$ cat config.mk
export PLATFORM = sky130hd
export DESIGN_NAME = sacp_convert_start_port
export DESIGN_NICKNAME = d
export VERILOG_FILES = /design/src/core/sacp_pkg.sv /design/src/core/sacp_pwr_if.sv /design/src/core/sacp_convert_start_port.sv /design/src/core/sacp_pwr_ctl.sv
export SDC_FILE = /design/constraint.sdc
export NUM_CORES = 1
export LEC_CHECK = 0
export ABC_AREA = 1
export BUFFER_PORTS_ARGS = -buffer_cell sky130_fd_sc_hd__buf_2
export CORE_MARGIN = 8
export CORE_UTILIZATION = 40
export CTS_CLUSTER_DIAMETER = 200
export DETAILED_ROUTE_END_ITERATION = 10
export PLACE_DENSITY_LB_ADDON = 0.25
export RECOVER_POWER = 50
export SLEW_MARGIN = 20
export SYNTH_ARGS = -nofsm -noshare
export SYNTH_HDL_FRONTEND = slang
export SYNTH_SLANG_ARGS = --single-unit
$ cat constraint.sdc
create_clock -name ref_clk_i -period 3.28 [get_ports ref_clk_i]
set_input_delay 0.164 -clock ref_clk_i [delete_from_list [all_inputs] [get_ports ref_clk_i]]
set_output_delay 0.164 -clock ref_clk_i [all_outputs]
set_load 0.02 [all_outputs]
$ cat src/core/sacp_pkg.sv
`default_nettype none
package sacp_pkg;
  localparam int RES_BITS = 14;
  localparam int IN_BITS = 16;
  localparam logic [13:0] FULL_SCALE_CODE = 14'h3fff;
  localparam logic [13:0] RESULT_RESET = 14'h0000;
  localparam logic [4:0] EDGES_PER_WORD = 5'h10;
  localparam logic [4:0] LAST_DATA_EDGE = 5'h0e;
  localparam logic [2:0] NAP_COUNT = 3'h2;
  localparam logic [2:0] SLEEP_COUNT = 3'h4;

  typedef enum logic [0:0] {
    SACP_IDLE = 1'b0,
    SACP_CONVERT_START = 1'b1
  } sacp_state_t;

  function automatic logic rise(input logic cur, input logic prev);
    return cur & ~prev;
  endfunction

  // Input levels are in code steps; full scale is the top code.
  function automatic logic [13:0] clamp_diff(input logic [15:0] p, input logic [15:0] n);
    logic [15:0] d;
    d = p - n;
    if (n > p) begin
      return 14'h0000;
    end else if (d > {2'b00, FULL_SCALE_CODE}) begin
      return FULL_SCALE_CODE;
    end
    return d[13:0];
  endfunction
endpackage
`default_nettype wire

$ cat src/core/sacp_pwr_if.sv
`default_nettype none
interface sacp_pwr_if;
  logic convert_start_rise;
  logic sck_rise;
  logic nap;
  logic sleep;
  modport ctl (input convert_start_rise, input sck_rise, output nap, output sleep);
  modport core (output convert_start_rise, output sck_rise, input nap, input sleep);
endinterface
`default_nettype wire

$ cat src/core/sacp_convert_start_port.sv
`default_nettype none
module sacp_convert_start_port
  import sacp_pkg::*;
(
  input wire logic ref_clk_i,
  input wire logic rst_i,
  input wire logic sck_i,
  input wire logic convert_start_i,
  input wire logic [15:0] positive_input_i,
  input wire logic [15:0] negative_input_i,
  output logic sdo_o,
  output logic sdo_oe_n_o,
  output logic busy_o,
  output logic nap_o,
  output logic sleep_o
);
  sacp_pwr_if pwr ();
  sacp_state_t state_reg;
  sacp_state_t state_next;
  logic sck_prev_reg;
  logic convert_start_prev_reg;
  logic [4:0] edge_cnt_reg;
  logic [4:0] edge_cnt_next;
  logic [4:0] edge_cnt_inc;
  logic [13:0] held_reg;
  logic [13:0] held_next;
  logic [13:0] result_reg;
  logic [13:0] result_next;
  logic [13:0] shift_reg;
  logic [13:0] shift_next;
  logic sdo_next;
  logic sdo_oe_n_next;
  logic busy_next;
  logic convert_start_go;
  logic word_step;
  logic word_last;
  logic data_step;

  // ----------------------------------------------------------------
  // Edge detection
  // ----------------------------------------------------------------
  always_ff @(posedge ref_clk_i) begin
    if (rst_i) begin
      sck_prev_reg <= 1'b0;
    end else begin
      sck_prev_reg <= sck_i;
    end
  end

  always_ff @(posedge ref_clk_i) begin
    if (rst_i) begin
      convert_start_prev_reg <= 1'b0;
    end else begin
      convert_start_prev_reg <= convert_start_i;
    end
  end

  assign pwr.sck_rise = rise(sck_i, sck_prev_reg);
  assign pwr.convert_start_rise = rise(convert_start_i, convert_start_prev_reg);

  sacp_pwr_ctl u_pwr (
    .ref_clk_i(ref_clk_i),
    .rst_i(rst_i),
    .pwr(pwr)
  );

  // ----------------------------------------------------------------
  // Decode
  // ----------------------------------------------------------------
  // A strobe while asleep changes nothing, as the count already rests at SLEEP_COUNT; the host must wake us first.
  assign convert_start_go = pwr.convert_start_rise && (state_reg == SACP_IDLE) && !pwr.sleep;
  assign edge_cnt_inc = edge_cnt_reg + 5'h01;
  assign word_step = (state_reg == SACP_CONVERT_START) && pwr.sck_rise;
  assign word_last = word_step && (edge_cnt_inc == EDGES_PER_WORD);
  assign data_step = word_step && (edge_cnt_inc <= LAST_DATA_EDGE);

  // ----------------------------------------------------------------
  // Conversion sequence
  // ----------------------------------------------------------------
  always_comb begin
    state_next = state_reg;
    case (state_reg)
      SACP_IDLE: begin
        if (convert_start_go) begin
          state_next = SACP_CONVERT_START;
        end
      end
      SACP_CONVERT_START: begin
        if (word_last) begin
          state_next = SACP_IDLE;
        end
      end
      default: begin
        state_next = SACP_IDLE;
      end
    endcase
  end

  always_ff @(posedge ref_clk_i) begin
    if (rst_i) begin
      state_reg <= SACP_IDLE;
    end else begin
      state_reg <= state_next;
    end
  end

  // The count stops at sixteen and waits there for the next strobe.
  always_comb begin
    edge_cnt_next = edge_cnt_reg;
    if (convert_start_go) begin
      edge_cnt_next = 5'h00;
    end else if (word_step) begin
      edge_cnt_next = edge_cnt_inc;
    end
  end

  always_ff @(posedge ref_clk_i) begin
    if (rst_i) begin
      edge_cnt_reg <= 5'h00;
    end else begin
      edge_cnt_reg <= edge_cnt_next;
    end
  end

  // ----------------------------------------------------------------
  // Sample and result
  // ----------------------------------------------------------------
  // The held value becomes the next word only once its conversion ends.
  always_comb begin
    held_next = held_reg;
    if (convert_start_go) begin
      held_next = clamp_diff(positive_input_i, negative_input_i);
    end
  end

  always_ff @(posedge ref_clk_i) begin
    if (rst_i) begin
      held_reg <= RESULT_RESET;
    end else begin
      held_reg <= held_next;
    end
  end

  always_comb begin
    result_next = result_reg;
    if (word_last) begin
      result_next = held_reg;
    end
  end

  always_ff @(posedge ref_clk_i) begin
    if (rst_i) begin
      result_reg <= RESULT_RESET;
    end else begin
      result_reg <= result_next;
    end
  end

  // ----------------------------------------------------------------
  // Serial output
  // ----------------------------------------------------------------
  always_comb begin
    shift_next = shift_reg;
    if (convert_start_go) begin
      shift_next = result_reg;
    end else if (data_step) begin
      shift_next = {shift_reg[12:0], 1'b0};
    end
  end

  always_ff @(posedge ref_clk_i) begin
    if (rst_i) begin
      shift_reg <= RESULT_RESET;
    end else begin
      shift_reg <= shift_next;
    end
  end

  // Rises fifteen and sixteen leave the pin released, so the host sees a clean gap.
  always_comb begin
    sdo_next = sdo_o;
    sdo_oe_n_next = sdo_oe_n_o;
    if (data_step) begin
      sdo_next = shift_reg[RES_BITS-1];
      sdo_oe_n_next = 1'b0;
    end else if (word_step) begin
      sdo_next = 1'b0;
      sdo_oe_n_next = 1'b1;
    end
  end

  always_ff @(posedge ref_clk_i) begin
    if (rst_i) begin
      sdo_o <= 1'b0;
    end else begin
      sdo_o <= sdo_next;
    end
  end

  always_ff @(posedge ref_clk_i) begin
    if (rst_i) begin
      sdo_oe_n_o <= 1'b1;
    end else begin
      sdo_oe_n_o <= sdo_oe_n_next;
    end
  end

  // ----------------------------------------------------------------
  // Status flags
  // ----------------------------------------------------------------
  assign busy_next = convert_start_go || ((state_reg == SACP_CONVERT_START) && !word_last);

  always_ff @(posedge ref_clk_i) begin
    if (rst_i) begin
      busy_o <= 1'b0;
    end else begin
      busy_o <= busy_next;
    end
  end

  // The power flags come straight from the controller's flops, with no extra stage.
  assign nap_o = pwr.nap;
  assign sleep_o = pwr.sleep;
endmodule // sacp_convert_start_port
`default_nettype wire

$ cat src/core/sacp_pwr_ctl.sv
`default_nettype none
module sacp_pwr_ctl
  import sacp_pkg::*;
(
  input wire logic ref_clk_i,
  input wire logic rst_i,
  sacp_pwr_if.ctl pwr
);
  logic [2:0] start_cnt_reg;

  // ----------------------------------------------------------------
  // Strobe counter
  // ----------------------------------------------------------------
  // The counter saturates so a long string of strobes stays asleep.
  always_ff @(posedge ref_clk_i) begin
    if (rst_i) begin
      start_cnt_reg <= 3'h0;
    end else if (pwr.sck_rise) begin
      start_cnt_reg <= 3'h0;
    end else if (pwr.convert_start_rise && start_cnt_reg != SLEEP_COUNT) begin
      start_cnt_reg <= start_cnt_reg + 3'h1;
    end
  end

  always_ff @(posedge ref_clk_i) begin
    if (rst_i) begin
      pwr.nap <= 1'b0;
      pwr.sleep <= 1'b0;
    end else if (pwr.sck_rise) begin
      pwr.nap <= 1'b0;
      pwr.sleep <= 1'b0;
    end else if (pwr.convert_start_rise) begin
      pwr.nap <= (start_cnt_reg + 3'h1 >= NAP_COUNT) &&
                 (start_cnt_reg + 3'h1 < SLEEP_COUNT);
      pwr.sleep <= (start_cnt_reg + 3'h1 >= SLEEP_COUNT);
    end
  end
endmodule // sacp_pwr_ctl
`default_nettype wire

==> qor.log, run 1 <==
[layout] total inserted antenna cells 0
[yosys] area fraction in and, or, nand and nor cells after synthesis 0.300
[cts] Clk Latency, worst-skew pair 330 ps
[setup_path] startpoint of the worst register-to-register path edge_cnt_reg[0]
[floorplan] num ports 41
[yosys] area of the mapped netlist 3700 um2
[setup_path] Buffers & Inverters on Critical Path 4
[cts] Resized Gates After CTS 0
[routing] residual antenna-violating net count after detailed routing 0
[yosys] share of synthesized area spent on multiplexers 0
[hold_path] startpoint of the most critical hold path sck_i
[sta] Final Cycle Share 0.708
[grt] pin count of the biggest net entering global routing 45
[yosys] number of flops mapped to enable cells by yosys 0
[job] Max-Cap Viols 1
[routing] total via count in the routed design 3,253
[setup_path] worst endpoint required time 3550 ps
[setup_path] capturing element type of the critical path flip-flop
[sta] tightest slew margin relative to the limit -0.183
[floorplan] CORE AREA 9110 um2
[grt] global-route wire length before repair 13.3 mm
[floorplan] initial core utilization 0.407
[sta] setup repair after global routing missed its margin no
[sta] Final Hold Fails 0
[setup_path] maximum net fanout on the critical path 14
[grt] GRT Total Usage 0.123
[sta] setup TNS 0 ps
[setup_path] Slowest Stage Delay on Critical Path 680 ps
[sta] Slew Limit Fails 35
[setup_path] nature of the critical path startpoint input pin
[yosys] proportion of synthesized chip area in sequential cells 0.313
[status] failing checks max-capacitance violations, max-slew violations
[setup_path] kind of cell with the highest combined delay on the critical path simple AND/OR/NAND/NOR gates
[cts] clock tree from TritonCTS yes
[cts] clk sink count 58
[layout] nets 623
[yosys] post-synthesis share of cell area spent on full adders, half adders and majority gates 0.0831
[routing] number of DRC violations after detailed routing 0
[routing] routed wire length 7.35 mm
[floorplan] total die area 12,600 um2
[layout] Area growth syn-to-layout 10.9%
[yosys] Yosys reg bits 58
[routing] First-pass DRT Iterations 4
[sta] Layout Skew 6.20 ps
[routing] detailed-route wire length per cell 10.8 um
[yosys] Async S/R FF share, synth 0
[status] run status complete, but fails checks
[yosys] Post-Synth XOR/XNOR Area 0.0307
[setup_path] minimum setup slack among reg-to-reg paths 970 ps
[sta] setup-violating endpoint count in the final report 0
[sta] post-route minimum period 2320 ps
[sta] Peak Freq 431 MHz
[floorplan] Die Y-Extent 112 um
[routing] number of violations reported at the end of detailed-routing iteration 0 137
[layout] final non-filler cell area 4110 um2
[power] worst supply voltage drop on vdd 0.181 mV
[cts] clock input transition at the sequential cells of the worst setup and hold paths 60 ps
[place] final estimated routing congestion in global placement 0.853
[yosys] largest family of logic cells by synthesized area simple AND/OR/NAND/NOR gates
[place] number of buffers inserted by port buffering 40
[setup_path] worst path arrival time 2590 ps
[hold_path] Hold WC Path Type in -> reg
[yosys] Cell variety after synth 41
[yosys] cell count after synthesis 527
[grt] vias in the first global route 3,105
[cts] CTS Root Buffer Type sky130_fd_sc_hd__clkbuf_8
[yosys] synthesized net count 587
[cts] cts bufs inserted 9
[layout] fraction of layout cells with a size suffix above 1 0.173
[setup_path] list of cells traversed by the critical path buf_2 -> inv_1 -> ha_1 -> fa_1 -> inv_1 -> nand3_1 -> nand3_1 -> nand3_1 -> nand2_1 -> a21oi_1 -> nor2_1 -> nand3_1 -> nand3_2 -> nand2_1 -> inv_1
[setup_path] cell with the largest stage delay on the worst path sky130_fd_sc_hd__nor2_1
[yosys] post-synthesis compound-gate area fraction 0.137
[grt] Remaining Overflow, GRT 0
[setup_path] Top cell by count, worst path sky130_fd_sc_hd__nand3_1
[cts] buffers inserted during post-CTS setup optimization 0
[cts] number of buffers between clock root and the deepest sink 2
[floorplan] chip width 112 um
[grt] antenna violations before repair 0
[place] Final HPWL DP 5.55 mm
[cts] cts-stage hold buffer count 0
[yosys] Main synth FF type sky130_fd_sc_hd__dfxtp_1
[routing] detail-routed via count per cell 4.80
[power] power per cell area 452 nW/um2
[place] placed standard-cell area 3920 um2
[setup_path] Setup Crit Path Kind in -> reg
[yosys] synthesized area divided by synthesized cell count 7.03 um2
[floorplan] count of standard-cell rows 35
[power] P_leak 2.00 nW
[setup_path] start point of the critical path positive_input_i[0]
[yosys] number of warnings issued by yosys 0
[sta] pin slew with the least headroom to its limit 1780 ps
[cts] level count of the clock H-tree 3
## cell families (layout without fill, tap and decap cells)
kind of cell    count (synthesis)  count (layout)
fa+ha+maj                      24              24
xor+xnor                       13              13
compound gates                 79              79
simple gates                  240             240
buf+inv                       113             153
flops                          58              58
## power breakdown
group	total (mW)	leakage (nW)	switching (mW)	internal, mW
Combinational	0.419	1.42	0.268	0.151
Sequential	0.769	0.474	0.0222	0.747
Clock	0.670	0.106	0.262	0.408
Total	1.86	2.00	0.553	1.31
## through the flow
stage	util	power [mW]	setup WS (ps)	std cells	hold WS (ps)
finish	0.451	1.86	959	678	66.0
CTS	0.453	1.89	952	678	51.1
global placement	0.431	1.20	1070	663	382
floorplan	-	1.14	1450	527	271
global route	0.451	1.98	665	678	50.8
detailed placement	0.431	1.21	949	663	404
## worst register-to-register path: cells and delay by family (launching register included)
kind                       cells  cell delay (ps)
xor gates and xnor gates       1              190
AOI/OAI and AO/OA              1              140
DFF                            1              420
buffers and inverters          1              440
adders and majority gates      1              210
and+or+nand+nor                2              830
## cells in the final DEF (no fill, tap or decap), types with 2 or more instances in the layout
cell type and count:
sky130_fd_sc_hd__buf_4 3, sky130_fd_sc_hd__xor2_1 11, sky130_fd_sc_hd__nand3_2 11, sky130_fd_sc_hd__nand2_4 3, sky130_fd_sc_hd__inv_1 83, sky130_fd_sc_hd__a311oi_2 8, sky130_fd_sc_hd__o21bai_1 3, sky130_fd_sc_hd__inv_2 12
sky130_fd_sc_hd__buf_2 34, sky130_fd_sc_hd__a21oi_1 36, sky130_fd_sc_hd__a21oi_2 2, sky130_fd_sc_hd__nand3_1 33, sky130_fd_sc_hd__xnor2_1 2, sky130_fd_sc_hd__nand4_1 3, sky130_fd_sc_hd__and2_1 2, sky130_fd_sc_hd__clkbuf_8 12
sky130_fd_sc_hd__o21ai_0 23, sky130_fd_sc_hd__nor2_1 60, sky130_fd_sc_hd__nor3_1 2, sky130_fd_sc_hd__nor3_2 2, sky130_fd_sc_hd__clkbuf_1 7, sky130_fd_sc_hd__nand2_1 112, sky130_fd_sc_hd__dfxtp_1 58, sky130_fd_sc_hd__ha_1 23
sky130_fd_sc_hd__nand3b_1 3, sky130_fd_sc_hd__nand2_2 7
## layer usage
layer / up-vias / global-route usage / share of wire
met5: - / 0 / 0
met4: 0 / 0.0540 / 0.013
met3: 8 / 0.0220 / 0.033
met2: 45 / 0.208 / 0.46
met1: 1465 / 0.150 / 0.49
li1: 1735 / - / -
## synth_stat cells (4+ instances only)
master,count,share of area
sky130_fd_sc_hd__nand2_1,112,0.11
sky130_fd_sc_hd__inv_1,83,0.084
sky130_fd_sc_hd__nor2_1,59,0.060
sky130_fd_sc_hd__dfxtp_1,58,0.31
sky130_fd_sc_hd__a21oi_1,35,0.047
sky130_fd_sc_hd__nand3_1,33,0.045
sky130_fd_sc_hd__ha_1,23,0.078
sky130_fd_sc_hd__o21ai_0,23,0.031
sky130_fd_sc_hd__inv_2,12,0.012
sky130_fd_sc_hd__nand3_2,11,0.030
sky130_fd_sc_hd__xor2_1,11,0.026
sky130_fd_sc_hd__a311oi_2,8,0.032
sky130_fd_sc_hd__nand2_2,7,0.012
sky130_fd_sc_hd__clkbuf_1,5,0.0051
sky130_fd_sc_hd__buf_6,4,0.012
## final cells by class
type                            count  area [um2]
Fill cell                         943        5000
Multi-Input combinational cell    356        2030
Sequential cell                    58        1160
Inverter                           95         357
Timing Repair Buffer               43         215
Clock buffer                       13         169
Tap cell                          111         139
Clock inverter                      2        35.0
## final timing paths
kind,end,depth (start not counted)
worst max-delay path,held_reg[6],15
worst min register to register,result_reg[0],2
worst max register to register,result_reg[11],6
worst min-delay path,sck_prev_reg,3
No activity file was read; power rests on OpenSTA's default activity.
==> run 2, diff against run 1 <==
==> constraint.sdc (replaced) <==
create_clock -name ref_clk_i -period 2.09 [get_ports ref_clk_i]
set_input_delay 0.1045 -clock ref_clk_i [delete_from_list [all_inputs] [get_ports ref_clk_i]]
set_output_delay 0.1045 -clock ref_clk_i [all_outputs]
set_load 0.02 [all_outputs]
==> run 2 against run 1 <==
  * The flow now finishes without violations
  * Setup slack worse by 710 ps
  * Combinational power up 68%
  * Cell area is 2.4% higher
  * First-iteration DRC count increased by 34%
  * Sequential cell count stayed put
  * Critical path type is now reg -> reg
  * Highest routed layer unchanged
==> qor.log, run 2 (synthesized netlist as in run 1, its figures left out) <==
[status] run status finished clean
[layout] fraction of layout cells with a size suffix above 1 0.179 [+0.00598]
[grt] Remaining Overflow, GRT 0 [unchanged]
[sta] tightest slew margin relative to the limit 0.712 [+0.895]
[routing] top routing layer used met4
[layout] Area growth syn-to-layout 13.5%
[setup_path] nature of the critical path startpoint flip-flop
[place] final estimated routing congestion in global placement 0.825 [-3.2%]
[sta] Final Hold Fails 0 [unchanged]
[routing] met3 wire length 249 um [+2.5%]
[floorplan] Die Y-Extent 112 um [unchanged]
[sta] post-route minimum period 1840 ps
[floorplan] initial core utilization 0.407 [unchanged]
[floorplan] total die area 12,600 um2 [unchanged]
[floorplan] chip width 112 um [unchanged]
[routing] number of violations reported at the end of detailed-routing iteration 0 183 [+34%]
[sta] Layout Skew 7.76 ps [+1.56 ps]
[routing] First-pass DRT Iterations 4 [unchanged]
[setup_path] worst path arrival time 2080 ps [-510 ps]
[sta] Peak Freq 542 MHz
[hold_path] Min-Delay Path Depth 2 [-1]
[floorplan] count of standard-cell rows 35 [unchanged]
[routing] met2 WL post-DR 3.59 mm [+5.7%]
[routing] residual antenna-violating net count after detailed routing 0 [unchanged]
[power] total power consumption of the routed design 2.97 mW [+60%]
[layout] final non-filler cell area 4210 um2 [+2.4%]
[cts] level count of the clock H-tree 3 [unchanged]
[setup_path] maximum net fanout on the critical path 13 [-1]
[routing] detailed-route wire length per cell 11.2 um [+3.1%]
[floorplan] num ports 41 [unchanged]
[power] worst supply voltage drop on vdd 0.307 mV [+69%]
[place] placed standard-cell area 3990 um2 [+1.7%]
[place] Final HPWL DP 5.87 mm [+5.6%]
[hold_path] Hold WC Path Type in -> reg
[setup_path] capturing element type of the critical path flip-flop
[grt] pin count of the biggest net entering global routing 45 [unchanged]
[sta] setup-violating endpoint count in the final report 0 [unchanged]
[cts] clock tree from TritonCTS yes
[cts] clock input transition at the sequential cells of the worst setup and hold paths 60 ps [about the same]
[setup_path] worst endpoint required time 2320 ps [-1230 ps]
[sta] setup repair after global routing missed its margin no
[grt] global-route wire length before repair 13.5 mm [+1.3%]
[cts] number of buffers between clock root and the deepest sink 2 [unchanged]
[setup_path] end of the worst register-to-register path shift_reg[4]
[layout] most frequent cells in the layout sky130_fd_sc_hd__nand2_1, sky130_fd_sc_hd__inv_1, sky130_fd_sc_hd__nor2_1
[routing] detail-routed via count per cell 4.81 [+0.33%]
[hold_path] hold endpoint convert_start_prev_reg
[setup_path] R2R depth 9 [+3]
[setup_path] minimum setup slack among reg-to-reg paths 250 ps [-720 ps]
[sta] setup TNS 0 ps [unchanged]
[sta] Final Cycle Share 0.883
[layout] nets 632 [+1.4%]
[power] power per cell area 705 nW/um2 [+56%]
[sta] pin slew with the least headroom to its limit 432 ps [-1340 ps]
[sta] worst hold slack across all endpoints 185 ps [+119 ps]
[setup_path] Setup Crit Path Kind reg -> reg
[cts] CTS Root Buffer Type sky130_fd_sc_hd__clkbuf_8
[layout] most common cell after layout, fill and taps aside sky130_fd_sc_hd__nand2_1
[routing] number of DRC violations after detailed routing 0 [unchanged]
[cts] cts bufs inserted 9 [unchanged]
[grt] antenna violations before repair 0 [unchanged]
[cts] clk sink count 58 [unchanged]
[cts] Clk Latency, worst-skew pair 330 ps [about the same]
[floorplan] CORE AREA 9110 um2 [unchanged]
[job] Max-Cap Viols 0 [-1]
[routing] total routed wire length on the met1 layer 3.71 mm [+2.9%]
[routing] routed wire length 7.68 mm [+4.5%]
[layout] total inserted antenna cells 0 [unchanged]
[setup_path] startpoint of the worst register-to-register path edge_cnt_reg[1]
[power] P_leak 2.04 nW [+2.5%]
[grt] vias in the first global route 3,126 [+0.68%]
[place] number of buffers inserted by port buffering 40 [unchanged]
[hold_path] startpoint of the most critical hold path rst_i
[grt] GRT Total Usage 0.126 [+0.00318]
[routing] total via count in the routed design 3,307 [+1.7%]
[sta] Slew Limit Fails 0 [-100%]
-- run 2: cell types whose count changed in the layout (fill, tap and decap cells not counted), moves of 2 or more --
cell,before,now
sky130_fd_sc_hd__buf_4,3,7
sky130_fd_sc_hd__dlygate4sd3_1,0,2
sky130_fd_sc_hd__inv_1,83,85
sky130_fd_sc_hd__inv_2,12,10
-- run 2: repair_timing --
item / in CTS / in global routing
endpoints found under the hold margin: 2 / 0
resized for setup: 0 / 2
setup endpoints to repair: 0 / 7
buffers inserted: 0 / 0
hold buffers: 2 / 0
-- run 2: metrics by stage --
| step | std cells | utilization | worst slack (ps) |
|---|---|---|---|
| finish | 687 | 0.462 | 245 |
| global route | 687 | 0.462 | 5.21 |
| CTS | 687 | 0.462 | 170 |
| detailed placement | 670 | 0.438 | 52.2 |
| global placement | 670 | 0.438 | 96.1 |
| floorplan | 527 | - | 318 |
-- run 2: final cells by class --
type | instances | area, um2
Tap cell | 111 | 139
Sequential cell | 58 | 1160
Fill cell | 932 | 4900
Inverter | 95 | 357
Clock buffer | 13 | 169
Timing Repair Buffer | 52 | 300
Clock inverter | 2 | 35.0
Multi-Input combinational cell | 356 | 2050
-- run 2: worst max-delay path, cell delays in order (launching register included) --
cell and delay [ps]:
sky130_fd_sc_hd__dfxtp_1 400, sky130_fd_sc_hd__ha_1 210, sky130_fd_sc_hd__nand3_1 100, sky130_fd_sc_hd__xor2_1 170
sky130_fd_sc_hd__nor2_1 160, sky130_fd_sc_hd__nand2_1 160, sky130_fd_sc_hd__nand2_4 140, sky130_fd_sc_hd__buf_6 170
sky130_fd_sc_hd__nor2_1 50, sky130_fd_sc_hd__a311oi_1 190
-- run 2: how the worst max path moves through the flow --
stage / start / to / slack, ps
5_1_grt: edge_cnt_reg[1] / shift_reg[4] / 5
6_report: edge_cnt_reg[1] / shift_reg[4] / 250
4_1_cts: edge_cnt_reg[1] / shift_reg[8] / 170
2_1_floorplan: positive_input_i[0] / held_reg[11] / 320
3_3_place_gp: positive_input_i[0] / held_reg[9] / 100
3_5_place_dp: positive_input_i[0] / held_reg[8] / 50
-- run 2: power by group --
group | switching, mW | internal, mW | total, mW
Sequential | 0.0345 | 1.17 | 1.21
Clock | 0.416 | 0.640 | 1.06
Combinational | 0.439 | 0.264 | 0.704
Total | 0.890 | 2.08 | 2.97
-- run 2: per-layer routing --
layer,track usage,vias up
met5,0,-
met4,0.0531,0
met3,0.0209,11
met2,0.214,57
met1,0.155,1490
li1,-,1749
